$ cat config.mk
export PLATFORM = sky130hd
export DESIGN_NAME = ctrb_top
export DESIGN_NICKNAME = d
export VERILOG_FILES = /design/src/core/ctrb_pkg.sv /design/src/core/ctrb_top.sv /design/src/core/ctrb_apb_slave.sv /design/src/core/ctrb_trim_route.sv
export SDC_FILE = /design/constraint.sdc
export NUM_CORES = 1
export LEC_CHECK = 0
export ABC_AREA = 0
export BUFFER_PORTS_ARGS = -buffer_cell sky130_fd_sc_hd__buf_2
export CORE_MARGIN = 4
export CORE_UTILIZATION = 57
export CTS_CLUSTER_DIAMETER = 40
export CTS_CLUSTER_SIZE = 40
export DETAILED_ROUTE_END_ITERATION = 12
export PLACE_DENSITY = 0.81
export SETUP_SLACK_MARGIN = 0.1
export SLEW_MARGIN = 20
export SYNTH_ARGS = -nofsm -noshare
export SYNTH_HDL_FRONTEND = slang
export SYNTH_SLANG_ARGS = --single-unit
$ cat constraint.sdc
create_clock -name clk -period 2.2 [get_ports clk]
set_clock_uncertainty 0.05 [all_clocks]
set_input_delay 0.22 -clock clk [delete_from_list [all_inputs] [get_ports clk]]
set_output_delay 0.22 -clock clk [all_outputs]
set_load 0.02 [all_outputs]
$ cat src/core/ctrb_pkg.sv
// Purpose : shared constants, types and decode functions of the core trim register bank
// Assumes : apb with 32-bit data; every register takes one aligned word
// Notes   : printed offsets are word indices, byte address is four times the index
//
// How it works
// - core a single-channel input a timing trim, 8 bits read/write at index 0x314, reset 0.
// - core b single-channel input a timing trim, 8 bits read/write at index 0x315, reset 0.
// - core a single-channel input b timing trim, 8 bits read/write at index 0x31a, reset 0.
// - core b single-channel input b timing trim, 8 bits read/write at index 0x31b, reset 0.
// - core a dual-channel input a offset trim in bits 11:0 at 0x344, bits 15:12 spare rw.
// - core a dual-channel input b offset trim in bits 11:0 at 0x346, bits 15:12 spare rw.
// - every trim takes its default from fuse storage, readable and overwritable afterwards.
// - timing trims are driven to both cores, in single-channel mode with fg_en set, to shift their sampling instant.

package ctrb_pkg;

   // ************************************************************
   // address map (word indices)
   // ************************************************************
   localparam logic [9:0]  IDX_A_SGL_INA_TIME = 10'h314;
   localparam logic [9:0]  IDX_B_SGL_INA_TIME = 10'h315;
   localparam logic [9:0]  IDX_A_SGL_INB_TIME = 10'h31a;
   localparam logic [9:0]  IDX_B_SGL_INB_TIME = 10'h31b;
   localparam logic [9:0]  IDX_A_DUAL_INA_OFS = 10'h344;
   localparam logic [9:0]  IDX_A_DUAL_INB_OFS = 10'h346;
   localparam logic [9:0]  IDX_CTRL           = 10'h300;
   localparam logic [9:0]  IDX_STAT           = 10'h301;

   // ************************************************************
   // trim slots, widths and reset values
   // ************************************************************
   localparam int          NUM_TRIMS   = 6;
   localparam logic [2:0]  SLOT_A_INA  = 3'h0;
   localparam logic [2:0]  SLOT_B_INA  = 3'h1;
   localparam logic [2:0]  SLOT_A_INB  = 3'h2;
   localparam logic [2:0]  SLOT_B_INB  = 3'h3;
   localparam logic [2:0]  SLOT_OFS_A  = 3'h4;
   localparam logic [2:0]  SLOT_OFS_B  = 3'h5;
   localparam logic [2:0]  SLOT_LAST   = 3'h5;
   localparam logic [2:0]  SLOT_NONE   = 3'h7;
   localparam logic [15:0] TIME_MASK   = 16'h00ff;
   localparam logic [15:0] OFS_MASK    = 16'hffff;
   localparam logic [15:0] TRIM_RST    = 16'h0000;
   localparam int          TIME_W      = 8;
   localparam int          OFS_W       = 12;

   // ************************************************************
   // control and status fields
   // ************************************************************
   localparam int          CTRL_FG_BIT     = 0;
   localparam int          CTRL_DUAL_BIT   = 1;
   localparam int          CTRL_INB_BIT    = 2;
   localparam int          CTRL_RELOAD_BIT = 3;
   localparam logic [2:0]  CTRL_RST        = 3'h0;
   localparam int          STAT_DONE_BIT   = 0;
   localparam int          STAT_A_T_BIT    = 1;
   localparam int          STAT_B_T_BIT    = 2;
   localparam int          STAT_OFS_BIT    = 3;
   localparam int          STAT_LOAD_BIT   = 4;

   // fuse loader states
   typedef enum logic [1:0] {FS_BOOT, FS_REQ, FS_DONE} ctrb_fuse_e;

   // word index to trim slot
   function automatic logic [2:0] ctrb_slot_of(input logic [9:0] idx);
      case (idx)
         IDX_A_SGL_INA_TIME: ctrb_slot_of = SLOT_A_INA;
         IDX_B_SGL_INA_TIME: ctrb_slot_of = SLOT_B_INA;
         IDX_A_SGL_INB_TIME: ctrb_slot_of = SLOT_A_INB;
         IDX_B_SGL_INB_TIME: ctrb_slot_of = SLOT_B_INB;
         IDX_A_DUAL_INA_OFS: ctrb_slot_of = SLOT_OFS_A;
         IDX_A_DUAL_INB_OFS: ctrb_slot_of = SLOT_OFS_B;
         default:            ctrb_slot_of = SLOT_NONE;
      endcase
   endfunction

   // implemented bits of a slot
   function automatic logic [15:0] ctrb_mask_of(input logic [2:0] slot);
      ctrb_mask_of = (slot < SLOT_OFS_A) ? TIME_MASK : OFS_MASK;
   endfunction

   // index answers on the bus
   function automatic logic ctrb_mapped(input logic [9:0] idx);
      ctrb_mapped = (ctrb_slot_of(idx) != SLOT_NONE) || (idx == IDX_CTRL) || (idx == IDX_STAT);
   endfunction

endpackage

$ cat src/core/ctrb_top.sv
// Purpose : core trim register bank with apb access and fuse default loading
// Assumes : fuse storage answers each request with a one-cycle ack and data
// Notes   : bus stalls while the fuse defaults are being fetched
//           refused accesses answer with zero read data and drop writes
//
// Design decision made here: the APB slave port.
`timescale 1ns/1ps

module ctrb_top
   import ctrb_pkg::*;
(
   input  wire logic              clk,
   input  wire logic              arst_n,
   input  wire logic              ce,
   input  wire logic              psel,
   input  wire logic              penable,
   input  wire logic              pwrite,
   input  wire logic [11:0]       paddr,
   input  wire logic [31:0]       pwdata,
   output logic      [31:0]       prdata,
   output logic                   pready,
   output logic                   pslverr,
   output logic                   fuse_req,
   output logic      [2:0]        fuse_sel,
   input  wire logic [15:0]       fuse_rdata,
   input  wire logic              fuse_ack,
   output logic      [TIME_W-1:0] core_a_time_trim,
   output logic                   core_a_time_vld,
   output logic      [TIME_W-1:0] core_b_time_trim,
   output logic                   core_b_time_vld,
   output logic      [OFS_W-1:0]  core_a_ofs_trim,
   output logic                   core_a_ofs_vld
);
   import ctrb_pkg::*;

   // ************************************************************
   // declarations
   // ************************************************************
   // storage and control
   logic [15:0]       trim_ff [NUM_TRIMS];
   logic [2:0]        ctrl_ff;
   logic [31:0]       prdata_ff;
   logic              fg_en;
   logic              dual_mode;
   logic              inb_sel;

   // fuse loader
   ctrb_fuse_e        fstate_ff;
   ctrb_fuse_e        nxt_fstate;
   logic [2:0]        fsel_ff;
   logic [2:0]        nxt_fsel;
   logic              freq_ff;
   logic              fuse_take;
   logic              load_done;
   logic              loading;

   // bus decode
   logic              busy;
   logic              rd_prep;
   logic              wr_stb;
   logic [9:0]        idx;
   logic [2:0]        wr_slot;
   logic [2:0]        rd_slot;
   logic              reload;
   logic              refused;
   logic              ctrl_wr;
   logic              trim_wr;
   logic [31:0]       rd_word;

   // routed trims and their flops
   logic [TIME_W-1:0] r_a_time;
   logic              r_a_time_vld;
   logic [TIME_W-1:0] r_b_time;
   logic              r_b_time_vld;
   logic [OFS_W-1:0]  r_a_ofs;
   logic              r_a_ofs_vld;
   logic [TIME_W-1:0] a_time_ff;
   logic              a_time_vld_ff;
   logic [TIME_W-1:0] b_time_ff;
   logic              b_time_vld_ff;
   logic [OFS_W-1:0]  a_ofs_ff;
   logic              a_ofs_vld_ff;

   // ************************************************************
   // bus slave
   // ************************************************************

   // handshake and decode
   ctrb_apb_slave u_apb (
      .clk     (clk),
      .arst_n  (arst_n),
      .ce      (ce),
      .psel    (psel),
      .penable (penable),
      .pwrite  (pwrite),
      .paddr   (paddr),
      .busy    (busy),
      .pready  (pready),
      .pslverr (pslverr),
      .rd_prep (rd_prep),
      .wr_stb  (wr_stb),
      .idx     (idx)
   );

   // slot decode for write and read
   assign wr_slot = ctrb_slot_of(idx);
   assign rd_slot = ctrb_slot_of(idx);
   assign busy    = (fstate_ff != FS_DONE);

   // write strobes per destination
   assign ctrl_wr = wr_stb && (idx == IDX_CTRL);
   assign trim_wr = wr_stb && (wr_slot != SLOT_NONE);
   assign reload  = ctrl_wr && pwdata[CTRL_RELOAD_BIT];

   // refused accesses answer with zero read data
   assign refused = (paddr[1:0] != 2'h0) || !ctrb_mapped(idx);

   // ************************************************************
   // fuse default loader
   // ************************************************************

   // walk all slots, one request per slot
   always_comb begin
      nxt_fstate = fstate_ff;
      nxt_fsel   = fsel_ff;
      case (fstate_ff)
         FS_BOOT: begin
            nxt_fstate = FS_REQ;
            nxt_fsel   = SLOT_A_INA;
         end
         FS_REQ: begin
            if (fuse_ack) begin
               if (fsel_ff == SLOT_LAST) begin
                  nxt_fstate = FS_DONE;
               end else begin
                  nxt_fsel = fsel_ff + 3'h1;
               end
            end
         end
         FS_DONE: begin
            if (reload) begin
               nxt_fstate = FS_REQ;
               nxt_fsel   = SLOT_A_INA;
            end
         end
         default: begin
            nxt_fstate = FS_BOOT;
            nxt_fsel   = SLOT_A_INA;
         end
      endcase
   end

   // loader state and slot pointer
   always_ff @(posedge clk or negedge arst_n) begin
      if (!arst_n) begin
         fstate_ff <= FS_BOOT;
         fsel_ff   <= SLOT_A_INA;
      end else if (ce) begin
         fstate_ff <= nxt_fstate;
         fsel_ff   <= nxt_fsel;
      end
   end

   // request level, registered so the fuse side sees a clean pin
   always_ff @(posedge clk or negedge arst_n) begin
      if (!arst_n) begin
         freq_ff <= 1'b0;
      end else if (ce) begin
         freq_ff <= (nxt_fstate == FS_REQ);
      end
   end

   // a fuse word is taken only while a request stands
   assign fuse_take = (fstate_ff == FS_REQ) && fuse_ack;
   assign fuse_req  = freq_ff;
   assign fuse_sel  = fsel_ff;

   // ************************************************************
   // trim storage
   // ************************************************************

   // fuse data loads defaults, bus writes overwrite them
   always_ff @(posedge clk or negedge arst_n) begin
      if (!arst_n) begin
         for (int i = 0; i < NUM_TRIMS; i++) begin
            trim_ff[i] <= TRIM_RST;
         end
      end else if (ce) begin
         if (fuse_take) begin
            trim_ff[fsel_ff] <= fuse_rdata & ctrb_mask_of(fsel_ff);
         end else if (trim_wr) begin
            // spare bits 15:12 of offset trims are kept as written
            trim_ff[wr_slot] <= pwdata[15:0] & ctrb_mask_of(wr_slot);
         end
      end
   end

   // ************************************************************
   // control register
   // ************************************************************

   // mode, input selection and calibration enable
   always_ff @(posedge clk or negedge arst_n) begin
      if (!arst_n) begin
         ctrl_ff <= CTRL_RST;
      end else if (ce) begin
         if (ctrl_wr) begin
            ctrl_ff <= pwdata[2:0];
         end
      end
   end

   // named control fields and loader status
   assign fg_en     = ctrl_ff[CTRL_FG_BIT];
   assign dual_mode = ctrl_ff[CTRL_DUAL_BIT];
   assign inb_sel   = ctrl_ff[CTRL_INB_BIT];
   assign load_done = (fstate_ff == FS_DONE);
   assign loading   = (fstate_ff == FS_REQ);

   // ************************************************************
   // read path
   // ************************************************************

   // assemble the read word for the addressed register
   always_comb begin
      rd_word = '0;
      if (rd_slot != SLOT_NONE) begin
         rd_word[15:0] = trim_ff[rd_slot];
      end else if (idx == IDX_CTRL) begin
         rd_word[2:0] = ctrl_ff;
      end else if (idx == IDX_STAT) begin
         rd_word[STAT_DONE_BIT] = load_done;
         rd_word[STAT_A_T_BIT]  = a_time_vld_ff;
         rd_word[STAT_B_T_BIT]  = b_time_vld_ff;
         rd_word[STAT_OFS_BIT]  = a_ofs_vld_ff;
         rd_word[STAT_LOAD_BIT] = loading;
      end
   end

   // capture read data with the cycle that raises pready
   always_ff @(posedge clk or negedge arst_n) begin
      if (!arst_n) begin
         prdata_ff <= '0;
      end else if (ce) begin
         if (rd_prep && (!pwrite || refused)) begin
            prdata_ff <= refused ? 32'h0 : rd_word;
         end
      end
   end

   // read data pin
   assign prdata = prdata_ff;

   // ************************************************************
   // trim routing to the cores
   // ************************************************************

   // condition selection
   ctrb_trim_route u_route (
      .fg_en      (fg_en),
      .dual       (dual_mode),
      .inb        (inb_sel),
      .trim       (trim_ff),
      .a_time     (r_a_time),
      .a_time_vld (r_a_time_vld),
      .b_time     (r_b_time),
      .b_time_vld (r_b_time_vld),
      .a_ofs      (r_a_ofs),
      .a_ofs_vld  (r_a_ofs_vld)
   );

   // core a timing trim towards its core
   always_ff @(posedge clk or negedge arst_n) begin
      if (!arst_n) begin
         a_time_ff     <= '0;
         a_time_vld_ff <= 1'b0;
      end else if (ce) begin
         a_time_ff     <= r_a_time;
         a_time_vld_ff <= r_a_time_vld;
      end
   end

   // core b timing trim towards its core
   always_ff @(posedge clk or negedge arst_n) begin
      if (!arst_n) begin
         b_time_ff     <= '0;
         b_time_vld_ff <= 1'b0;
      end else if (ce) begin
         b_time_ff     <= r_b_time;
         b_time_vld_ff <= r_b_time_vld;
      end
   end

   // core a offset trim towards its core
   always_ff @(posedge clk or negedge arst_n) begin
      if (!arst_n) begin
         a_ofs_ff      <= '0;
         a_ofs_vld_ff  <= 1'b0;
      end else if (ce) begin
         a_ofs_ff      <= r_a_ofs;
         a_ofs_vld_ff  <= r_a_ofs_vld;
      end
   end

   // core-facing pins straight from their flops
   assign core_a_time_trim = a_time_ff;
   assign core_a_time_vld  = a_time_vld_ff;
   assign core_b_time_trim = b_time_ff;
   assign core_b_time_vld  = b_time_vld_ff;
   assign core_a_ofs_trim  = a_ofs_ff;
   assign core_a_ofs_vld   = a_ofs_vld_ff;

endmodule

$ cat src/core/ctrb_apb_slave.sv
// Purpose : apb handshake for the trim bank, one wait state, stall while busy
// Assumes : master keeps the request stable until pready is seen
// Notes   : writes take effect on the edge where pready is sampled high
`timescale 1ns/1ps

module ctrb_apb_slave
   import ctrb_pkg::*;
(
   input  wire logic        clk,
   input  wire logic        arst_n,
   input  wire logic        ce,
   input  wire logic        psel,
   input  wire logic        penable,
   input  wire logic        pwrite,
   input  wire logic [11:0] paddr,
   input  wire logic        busy,
   output logic             pready,
   output logic             pslverr,
   output logic             rd_prep,
   output logic             wr_stb,
   output logic [9:0]       idx
);
   logic pready_ff;
   logic pslverr_ff;
   logic bad;

   // ************************************************************
   // decode
   // ************************************************************
   assign idx     = paddr[11:2];
   assign bad     = (paddr[1:0] != 2'h0) || !ctrb_mapped(paddr[11:2]);
   assign rd_prep = psel && penable && !pready_ff && !busy; // answer in next cycle
   assign wr_stb  = psel && penable && pready_ff && pwrite && !pslverr_ff;
   assign pready  = pready_ff;
   assign pslverr = pslverr_ff;

   // ready and error stand one cycle
   always_ff @(posedge clk or negedge arst_n) begin
      if (!arst_n) begin
         pready_ff  <= 1'b0;
         pslverr_ff <= 1'b0;
      end else if (ce) begin
         pready_ff  <= rd_prep;
         pslverr_ff <= rd_prep && bad;
      end
   end

endmodule

$ cat src/core/ctrb_trim_route.sv
// Purpose : selects which trim reaches each core in the current mode
// Assumes : mode bits are stable static configuration
// Notes   : purely combinational; the top registers the results
`timescale 1ns/1ps

module ctrb_trim_route
   import ctrb_pkg::*;
(
   input  wire logic              fg_en,
   input  wire logic              dual,
   input  wire logic              inb,
   input  wire logic [15:0]       trim [NUM_TRIMS],
   output logic      [TIME_W-1:0] a_time,
   output logic                   a_time_vld,
   output logic      [TIME_W-1:0] b_time,
   output logic                   b_time_vld,
   output logic      [OFS_W-1:0]  a_ofs,
   output logic                   a_ofs_vld
);
   logic sgl_on;
   logic dual_on;

   assign sgl_on  = fg_en && !dual;
   assign dual_on = fg_en && dual;

   // pick trim by input selection, zero where no condition holds
   always_comb begin
      a_time     = '0;
      b_time     = '0;
      a_ofs      = '0;
      a_time_vld = sgl_on;
      b_time_vld = sgl_on;
      a_ofs_vld  = dual_on;
      if (sgl_on) begin
         a_time = inb ? trim[SLOT_A_INB][TIME_W-1:0] : trim[SLOT_A_INA][TIME_W-1:0];
         b_time = inb ? trim[SLOT_B_INB][TIME_W-1:0] : trim[SLOT_B_INA][TIME_W-1:0];
      end
      if (dual_on) begin
         a_ofs = inb ? trim[SLOT_OFS_B][OFS_W-1:0] : trim[SLOT_OFS_A][OFS_W-1:0];
      end
   end

endmodule

**After elaboration in Yosys (flattened, before gate mapping)**

Cells that the tools add are included.

- Flip-flop bits (word level): 169
- Output and inout port bits: 69

- $add $sub $neg: 1
- Order comparisons: 6
- Eq/ne operators: 17
- Muxes and demuxes: 34
- Bitwise logic cells: 4
- Reduce and logical (&&, ||, !) cells: 33

Operator list:

| operator | count |
|---|---|
| bitwise mux 96 bit | 2 |
| 2-to-1 mux 96 bit | 2 |
| 2-to-1 mux 16 bit | 7 |
| demux 16 bit (select 3 bit) | 2 |
| equality test 10 bit, second input constant | 8 |
| binary-select mux 16 bit (select 3 bit) | 1 |
| AND 16 bit | 2 |
| 2-to-1 mux 8 bit | 4 |
| 2-to-1 mux 12 bit | 2 |
| one-hot mux 3 bit (6 select lines) | 1 |
| logical AND 1 bit | 16 |
| 2-to-1 mux 3 bit | 4 |
| 2-to-1 mux 11 bit | 1 |
| 2-to-1 mux 5 bit | 2 |
| greater-or-equal comparator 4 bit, second input constant | 2 |
| < comparator 4 x 1 -> 1 bit, second input constant | 2 |
| 2-to-1 mux 2 bit | 4 |
| inverter 3 -> 4 bit | 2 |
| zero test 1 bit | 6 |
| < comparator 3 bit, second input constant | 2 |
| inequality test 2 bit, second input constant | 3 |
| one-hot mux 2 bit (3 select lines) | 1 |
| one-hot mux 3 bit (2 select lines) | 1 |
| AND reduction 2 bit | 3 |
| 10 further kinds | 15 |

**Logic depth before layout (Yosys ltp)**

Gate-level depths: netlist (run 1).

- Word-level depth: 10
- Depth in mapped cells: 9
- Gate-level depth less buffers: 6

**Modules after synthesis**

A second synthesis (run 1) with hierarchy kept.

- Cell total of the unflattened synthesis: 828
- Area, all modules: 8446.9 um^2

By module, submodules not included:

| module | instances | cells an instance | area each (um^2) |
|---|---|---|---|
| ctrb_top | 1 | 729 | 7726.2 |
| ctrb_trim_route | 1 | 67 | 479.2 |
| ctrb_apb_slave | 1 | 32 | 241.5 |

**Least setup slack after synthesis (run 1)**

OpenSTA, ideal clock, no wires.

- Path type: register to register
- From: reg fsel_ff[0] (netlist: fuse_sel[0])
- To: reg trim_ff[38] (netlist bit)
- Setup time: 0.127 ns
- Arrival: 2.000 ns
- Data required time: 2.023 ns
- Setup slack: 0.022 ns
- Cell stages (with the launch flop): 7
- Path buffers: 3
- Cell sequence: dfrtp_1 > clkbuf_1 > and4_1 > clkbuf_1 > o21ai_2 > buf_4 > mux2_1

- Word-level cells in the longest chain between the ends: 7
- Elaborated cells between the ends (all ways): 8

Ends and longest elaborated chain:

| item | RTL line | RTL |
|---|---|---|
| start, declared | ctrb_top.sv:50 | `logic [2:0] fsel_ff;` |
| start signal, assigned | ctrb_top.sv:160 | `fsel_ff <= nxt_fsel;` |
| inverter 3 -> 4 bit (implied by the code) * | ctrb_top.sv:190 | `trim_ff[fsel_ff] <= fuse_rdata & ctrb_mask_of(fsel_ff);` |
| greater-or-equal comparator 4 bit (implied by the code) / < comparator 4 x 1 -> 1 bit (equally long branches) | ctrb_top.sv:190 |  |
| logical AND 1 bit (implied by the code) | ctrb_top.sv:190 |  |
| 2-to-1 mux 16 bit (implied by the code) | ctrb_top.sv:190 |  |
| demux 16 bit (select 3 bit) * | ctrb_top.sv:190 |  |
| bitwise mux 96 bit * | ctrb_top.sv:190 |  |
| 2-to-1 mux 96 bit * | ctrb_top.sv:189 | `if (fuse_take) begin` |
| end signal, assigned by index | ctrb_top.sv:190 |  |
| end signal, assigned by index | ctrb_top.sv:193 | `trim_ff[wr_slot] <= pwdata[15:0] & ctrb_mask_of(wr_slot);` |
| end, declared | ctrb_top.sv:40 | `logic [15:0] trim_ff [NUM_TRIMS];` |

Every way passes the cells marked *; elsewhere a longest branch is shown, timed or not.
A chain may end at the register's enable or synchronous reset.

**Worst setup path after layout (run 1)**

- From: reg fstate_ff[0]
- To: reg trim_ff[31] (netlist bit)

- Word-level cells in the longest chain between the ends: 4
- Elaborated cells between the ends (all ways): 5

Ends and longest elaborated chain:

| item | RTL line | RTL |
|---|---|---|
| start, declared | ctrb_top.sv:48 | `ctrb_fuse_e fstate_ff;` |
| start signal, assigned | ctrb_top.sv:159 | `fstate_ff <= nxt_fstate;` |
| equality test 2 x 1 -> 1 bit * | ctrb_top.sv:174 | `assign fuse_take = (fstate_ff == FS_REQ) && fuse_ack;` |
| logical AND 1 bit * | ctrb_top.sv:174 |  |
| nonzero test 2 bit (no source line) | n/a |  |
| AND reduction 2 bit (no source line) | n/a |  |

Marks and branches as above.

==> results of run 1 <==
critical path, delay by kind of cell, from the launching register on:
family | cells | cell delay [ns]
DFF | 1 | 0.40
AOI/OAI and AO/OA | 2 | 0.19
buffers and inverters | 4 | 0.63
and+or+nand+nor | 3 | 0.63
where the power goes:
group	switching [mW]	leakage (nW)	total (mW)	internal, mW
Sequential	0.232	2.10	3.24	3.01
Combinational	0.494	1.91	0.844	0.351
Clock	1.27	0.311	3.11	1.83
synthesized netlist by cell type, drive strengths merged (3+ instances only):
master	number	area [µm²]
and4	6	52.55
and2	34	212.7
nor4	6	82.58
a22oi	32	240.2
a21oi	24	120.1
clkbuf	20	75.07
mux2i	42	420.4
nand3	11	55.05
a22o	15	131.4
mux2	28	322.8
o21ai	46	256.5
o22ai	31	193.9
nand2	80	300.3
a32o	9	90.09
nor3	8	77.57
a211oi	5	37.54
inv	39	146.4
a311oi	3	26.28
o31ai	3	22.52
a221oi	14	122.6
o2bb2ai	24	210.2
buf	44	281.5
dfrtp	153	3829
a21boi	3	22.52
nor2	16	60.06
a31oi	14	87.58
nor2b	5	33.78
what timing repair did:
item	in CTS	in global routing
setup endpoints to repair	13	54
pin swaps	0	2
resized for setup	2	8
buffers inserted	0	2
hold endpoints to repair	55	0
hold buffers	1	0
final cells by class:
cell class | count | area (µm²)
clock inverter | 15 | 201.4
inverter | 39 | 146.4
fill | 981 | 3861
clock buffer | 17 | 425.4
sequential | 153 | 3829
multi-input combinational | 506 | 3626
timing repair buffer | 162 | 1033
antenna | 2 | 5.005
tap | 176 | 220.2
registers in the layout, summed over array words and instances (netlist names), 2 cells and up:
signal            count
core_a_time_trim      8
ctrl_ff               3
fuse_sel              3
core_b_time_trim      8
trim_ff              96
core_a_ofs_trim      12
fstate_ff             2
prdata               16
metrics by stage:
stage,setup TNS [ns],util
floorplan,0,-
global placement,0,0.6567
detailed placement,-0.1477,0.6567
CTS,0,0.7046
global route,0,0.7107
finish,0,0.7107
kinds of logic (layout without fill, tap and decap cells):
logic type               Yosys count  after routing  synth area share
AO/OA/AOI/OAI                    234            234            0.2142
AND/OR/NAND/NOR                  184            184            0.1356
flip-flops                       153            153            0.4877
buffers and inverters            103            233           0.06407
multiplexers                      70             70           0.09468
adder cells (fa/ha/maj)            2              2          0.003187
other                              1             18         0.0004777
how the worst min path moves through the flow:
stage	endpoint	depth (start not counted)	slack, ns	start
global placement	core_b_time_vld	1	0.17	arst_n
floorplan	core_a_ofs_trim[0]	0	-0.13	arst_n
detailed placement	core_a_time_trim[0]	1	0.18	arst_n
global route	trim_ff[14]	3	0.06	pwdata[14]
CTS	trim_ff[14]	3	0.04	pwdata[14]
finish	trim_ff[14]	3	0.05	pwdata[14]
per-layer routing:
metal,wire length (µm),vias up,GRT usage
met5,0,-,0
met4,508,0,0.08355
met3,2240,59,0.08060
met2,10360,371,0.4356
met1,9516,3298,0.4141
li1,-,3010,-
==> qor.yml, run 1 <==
run_status:
  status: "finished, final reports clean"
setup_path:
  setup.worst_path.end: "trim_ff[31]"
  worst_ep_arrival_time_ns: 2.29
  criticalPathCategory: "reg -> reg"
  path_cells: "nor2b_2 > buf_4 > nand2_2 > nor4_4 > buf_4 > o21ai_4 > buf_12 > buf_4 > o2bb2ai_1"
  reg2reg_from: "fstate_ff[0]"
  start_kind: "flip-flop"
  r2r_cells: 9
  slowest_delay_ns: 0.40
  crit_top_cell: "buf_4"
  cpMaxStageDelayCell: "dfrtp_1"
  r2r_end: "trim_ff[31]"
  cp_max_fo: 9
  timing.reg2reg.setup_slack_ns: 0.16
  startpoint: "fstate_ff[0]"
  worstPathRequired_ns: 2.45
  end_kind: "flip-flop"
yosys:
  avgSynthCellArea_um2: 10.51
  synth-edff-count: 0
  syn_area_um2: 7850
  synth-async-reset-ratio: 1.000
  yosys_warnings: 0
  synthFlopType: "dfrtp_1"
  ys_ff_latch: 153
  ys_types: 63
  seq_area_frac_synth: 0.4877
  postSynthCellCount: 747
place:
  place_ws_ns: -0.03574
  place_inst: 1033
  gp_routability_congestion: 0.9230
  portBuffers: 103
  placed_area_um2: 8766
  dpl.hpwl_um: 16160
floorplan:
  die-area_um2: 15710
  initial_core_util: 0.5881
  chipWidth_um: 125.4
  dieHeight_um: 125.4
  num_io_pins: 136
  coreArea_um2: 13350
  rows: 42
grt:
  grt_pass1_wl_um: 36000
  grt_start_max_net_pins: 60
  overflow: 0
  track_usage: 0.2892
  antenna_found_initial: 2
  grt_pass1_vias: 6753
clocking:
  htreeDepth: 4
  cts_tree: "done"
  cts_sinks: 153
  clockBufferDepth: 2
  clockRootBuffer: "clkbuf_16"
  cts_made_buffers: 17
  path_clk_slew_ns: 0.06
  clk_latency_ns: 0.43
final_layout:
  final_common_cell: "dfrtp_1"
  syn2layout_area_growth_pct: 20.85
  layoutNonFillerInstCount: 1070
  final_layout_size_suffix_gt1_frac: 0.2780
  finalInstanceArea_um2: 9487
  layout_common_cells: "dfrtp_1, buf_2, nand2_1, buf_4, mux2i_1"
  nNetsFinal: 948
sta:
  max_slew.worst_pin.slew_ns: 0.6769
  setup_viol: 0
  rsz0062_at_grt: "true"
  setup_slack_ns: 0.1586
  fmax_mhz: 489.9
  hold_slack_ns: 0.05257
  hold_viol_final: 0
  fin_crit_sh: 0.9279
  report.final.slew_viol_count: 0
  slew_headroom: 0.5487
  period_needed_ns: 2.041
flow_run:
  cap_violations: 0
route:
  avgRoutedWirePerCell_um: 21.14
  num_vias: 6738
  drc: 0
  routed_wl_um: 22620
  drtIter0Drc: 963
  drt-pass1-iter-count: 6
  viasPerCell: 6.297
  ant_nets: 0
power_and_ir_drop:
  power.leakage_nw: 4.327
  vdd_ir_drop_max_v: 0.0006483
  cellPowerDensity_nw_per_um2: 758.1
  total_power_mw: 7.192
worst_hold_path:
  worstHoldPathType: "in -> reg"
No activity file was read; power rests on OpenSTA's default activity.
==> inputs of run 2 (changes only) <==
--- a/config.mk
+++ b/config.mk
@@ -13,4 +13,5 @@
 export CTS_CLUSTER_SIZE = 40
 export DETAILED_ROUTE_END_ITERATION = 12
+export MAX_ROUTING_LAYER = met4
 export PLACE_DENSITY = 0.81
 export SETUP_SLACK_MARGIN = 0.1
--- a/constraint.sdc
+++ b/constraint.sdc
@@ -3,3 +3,3 @@
 set_input_delay 0.22 -clock clk [delete_from_list [all_inputs] [get_ports clk]]
 set_output_delay 0.22 -clock clk [all_outputs]
-set_load 0.02 [all_outputs]
+set_load 0.05 [all_outputs]
==> run 2 against run 1 <==
Against the previous run: register-to-register slack barely moved; first-iteration DRC count is 23% lower; setup slack better by 0.00054 ns; cell count is 0.28% lower; fmax barely moved; critical endpoint is now trim_ff[1]; highest routed layer unchanged.
==> qor.yml, run 2 (synthesis gave the netlist of run 1 again) <==
route:
  drt-pass1-iter-count: 6  # unchanged
  num_vias: 6808  # was 6738
  avgRoutedWirePerCell_um: 21.64  # was 21.14 µm
  drc: 0  # unchanged
  drtIter0Drc: 742  # was 963
  viasPerCell: 6.381  # was 6.297
  routed_wl_um: 23090  # was 22620 µm
  ant_nets: 0  # unchanged
floorplan:
  dieHeight_um: 125.4  # unchanged
  initial_core_util: 0.5881  # unchanged
  coreArea_um2: 13350  # unchanged
  num_io_pins: 136  # unchanged
  die-area_um2: 15710  # unchanged
  rows: 42  # unchanged
  chipWidth_um: 125.4  # unchanged
setup_path:
  crit_family: "compound AO/OA/AOI/OAI gates"  # was simple AND/OR/NAND/NOR gates
  path_buf_inv: 1  # was 4
  slowest_delay_ns: 0.41  # was 0.40 ns
  reg2reg_from: "fstate_ff[0]"  # unchanged
  timing.reg2reg.setup_slack_ns: 0.16  # about the same
  criticalPathCategory: "reg -> reg"  # unchanged
  startpoint: "fstate_ff[0]"  # unchanged
  worstPathRequired_ns: 2.45  # about the same
  r2r_end: "trim_ff[1]"  # was trim_ff[31]
  path_cells: "nor2b_2 > and2_1 > buf_4 > nor3_4 > o221ai_4 > a211oi_1 > a21oi_1"  # was nor2b_2 > buf_4 > nand2_2 > nor4_4 > buf_4 > o21ai_4 > buf_12 > buf_4 > o2bb2ai_1
  r2r_cells: 7  # was 9
  cp.depth: 7  # was 9
  cpMaxStageDelayCell: "dfrtp_1"  # unchanged
  cp_max_fo: 9  # unchanged
  start_kind: "flip-flop"  # unchanged
  end_kind: "flip-flop"  # unchanged
  worst_ep_arrival_time_ns: 2.29  # about the same
sta:
  setup_viol: 0  # unchanged
  finalSetupTns_ns: 0  # unchanged
  period_needed_ns: 2.041  # about the same
  report.final.slew_viol_count: 0  # unchanged
  hold_viol_final: 0  # unchanged
  fin_crit_sh: 0.9277  # was 0.9279
  fmax_mhz: 490.0  # was 489.9 MHz
  slew_headroom: 0.5975  # was 0.5487
  rsz0062_at_grt: "false"  # was true
  max_slew.worst_pin.slew_ns: 0.6036  # was 0.6769 ns
worst_hold_path:
  hold_start: "pwdata[14]"  # unchanged
  min_to: "trim_ff[30]"  # was trim_ff[14]
  hold_depth: 3  # unchanged
  worstHoldPathType: "in -> reg"  # unchanged
grt:
  grt_pass1_wl_um: 36520  # was 36000 µm
  grt_pass1_vias: 6704  # was 6753
  overflow: 0  # unchanged
  antenna_found_initial: 1  # was 2
  track_usage: 0.3029  # was 0.2892
  grt_start_max_net_pins: 57  # was 60
final_layout:
  layout_common_cells: "dfrtp_1, buf_2, nand2_1, buf_4, mux2i_1"  # unchanged
  syn2layout_area_growth_pct: 20.66  # was 20.85%
  nNetsFinal: 946  # was 948
  fillCellCount: 993  # was 981
  regMostFlops: "trim_ff"  # unchanged
  final_layout_size_suffix_gt1_frac: 0.2775  # was 0.2780
  layoutNonFillerInstCount: 1067  # was 1070
  final_common_cell: "dfrtp_1"  # unchanged
  largest_register_ffs: 96  # unchanged
place:
  portBuffers: 103  # unchanged
  dpl.hpwl_um: 16230  # was 16160 µm
  place_inst: 1030  # was 1033
  gp_routability_congestion: 0.9320  # was 0.9230
power_and_ir_drop:
  power.leakage_nw: 4.317  # was 4.327 nW
  vdd_ir_drop_max_v: 0.0005672  # was 0.0006483 V
  cellPowerDensity_nw_per_um2: 770.7  # was 758.1 nW/µm²
clocking:
  path_clk_slew_ns: 0.07  # was 0.06 ns
  htreeDepth: 4  # unchanged
  clockBufferDepth: 2  # unchanged
  cts_tree: "done"  # unchanged
  clk_latency_ns: 0.42  # was 0.43 ns
  cts_sinks: 153  # unchanged
  cts_made_buffers: 17  # unchanged
  clockRootBuffer: "clkbuf_16"  # unchanged
flow_run:
  cap_violations: 0  # unchanged
run_status:
  status: "finished, final reports clean"  # unchanged
[run 2: changes by cell type in the layout (fill, tap and decap cells not counted), moves of 2 or more]
cell,change
clkinv_2,+4
inv_6,-2
buf_4,-3
dfrtp_2,+3
dfrtp_1,-3
inv_8,-3
[run 2: timing repair]
| action | CTS | global route |
|---|---|---|
| hold endpoints to repair | 52 | 0 |
| setup buffers | 0 | 3 |
| resized for setup | 2 | 5 |
| hold buffers | 1 | 0 |
| setup endpoints to repair | 13 | 42 |
| pin swaps | 0 | 2 |
| gates cloned | 0 | 0 |
[run 2: cell type report]
cell class	count	area [µm²]	share of cell area
clock buffers	18	439.2	0.04637
diodes	1	2.502	0.0002642
well taps	176	220.2	0.02325
flip-flops and latches	153	3832	0.4046
multi-input cells	506	3617	0.3819
repair buffers	160	1022	0.1079
clock inverters	14	191.4	0.02021
inverters	39	146.4	0.01546
[run 2: worst min-delay path, cell delays in order]
cell and delay, ns:
buf_2 0.09, a22oi_1 0.06, o2bb2ai_1 0.11
[run 2: per-layer routing]
layer,global-route usage,share of wire
met1,0.4056,0.41
met2,0.4527,0.47
met3,0.07292,0.096
met5,-,0
met4,0.1129,0.028
[run 2: worst max path at each step]
stage          slack [ns]     endpoint
6_report             0.16   trim_ff[1]
5_1_grt              0.09  trim_ff[30]
4_1_cts              0.13  trim_ff[35]
3_5_place_dp        -0.05    prdata[4]
3_3_place_gp       -0.008    prdata[4]
2_1_floorplan        0.12  trim_ff[38]
[run 2: through the flow]
stage	power [mW]	hold slack, ns	utilization	setup WS, ns	cell area, µm²
3_5_place_dp	4.153	0.1710	0.6564	-0.04854	8762
2_1_floorplan	3.800	-0.1256	-	0.1230	7929
6_report	7.299	0.04540	0.7096	0.1591	9472
3_3_place_gp	4.103	0.1604	0.6564	-0.007947	8762
4_1_cts	7.285	0.03664	0.7046	0.1264	9405
5_1_grt	7.554	0.08755	0.7096	0.09166	9472
[run 2: where the power goes]
| part | switching [mW] | internal (mW) |
|---|---|---|
| combinational | 0.540 | 0.345 |
| sequential | 0.248 | 3.01 |
| clock | 1.21 | 1.94 |
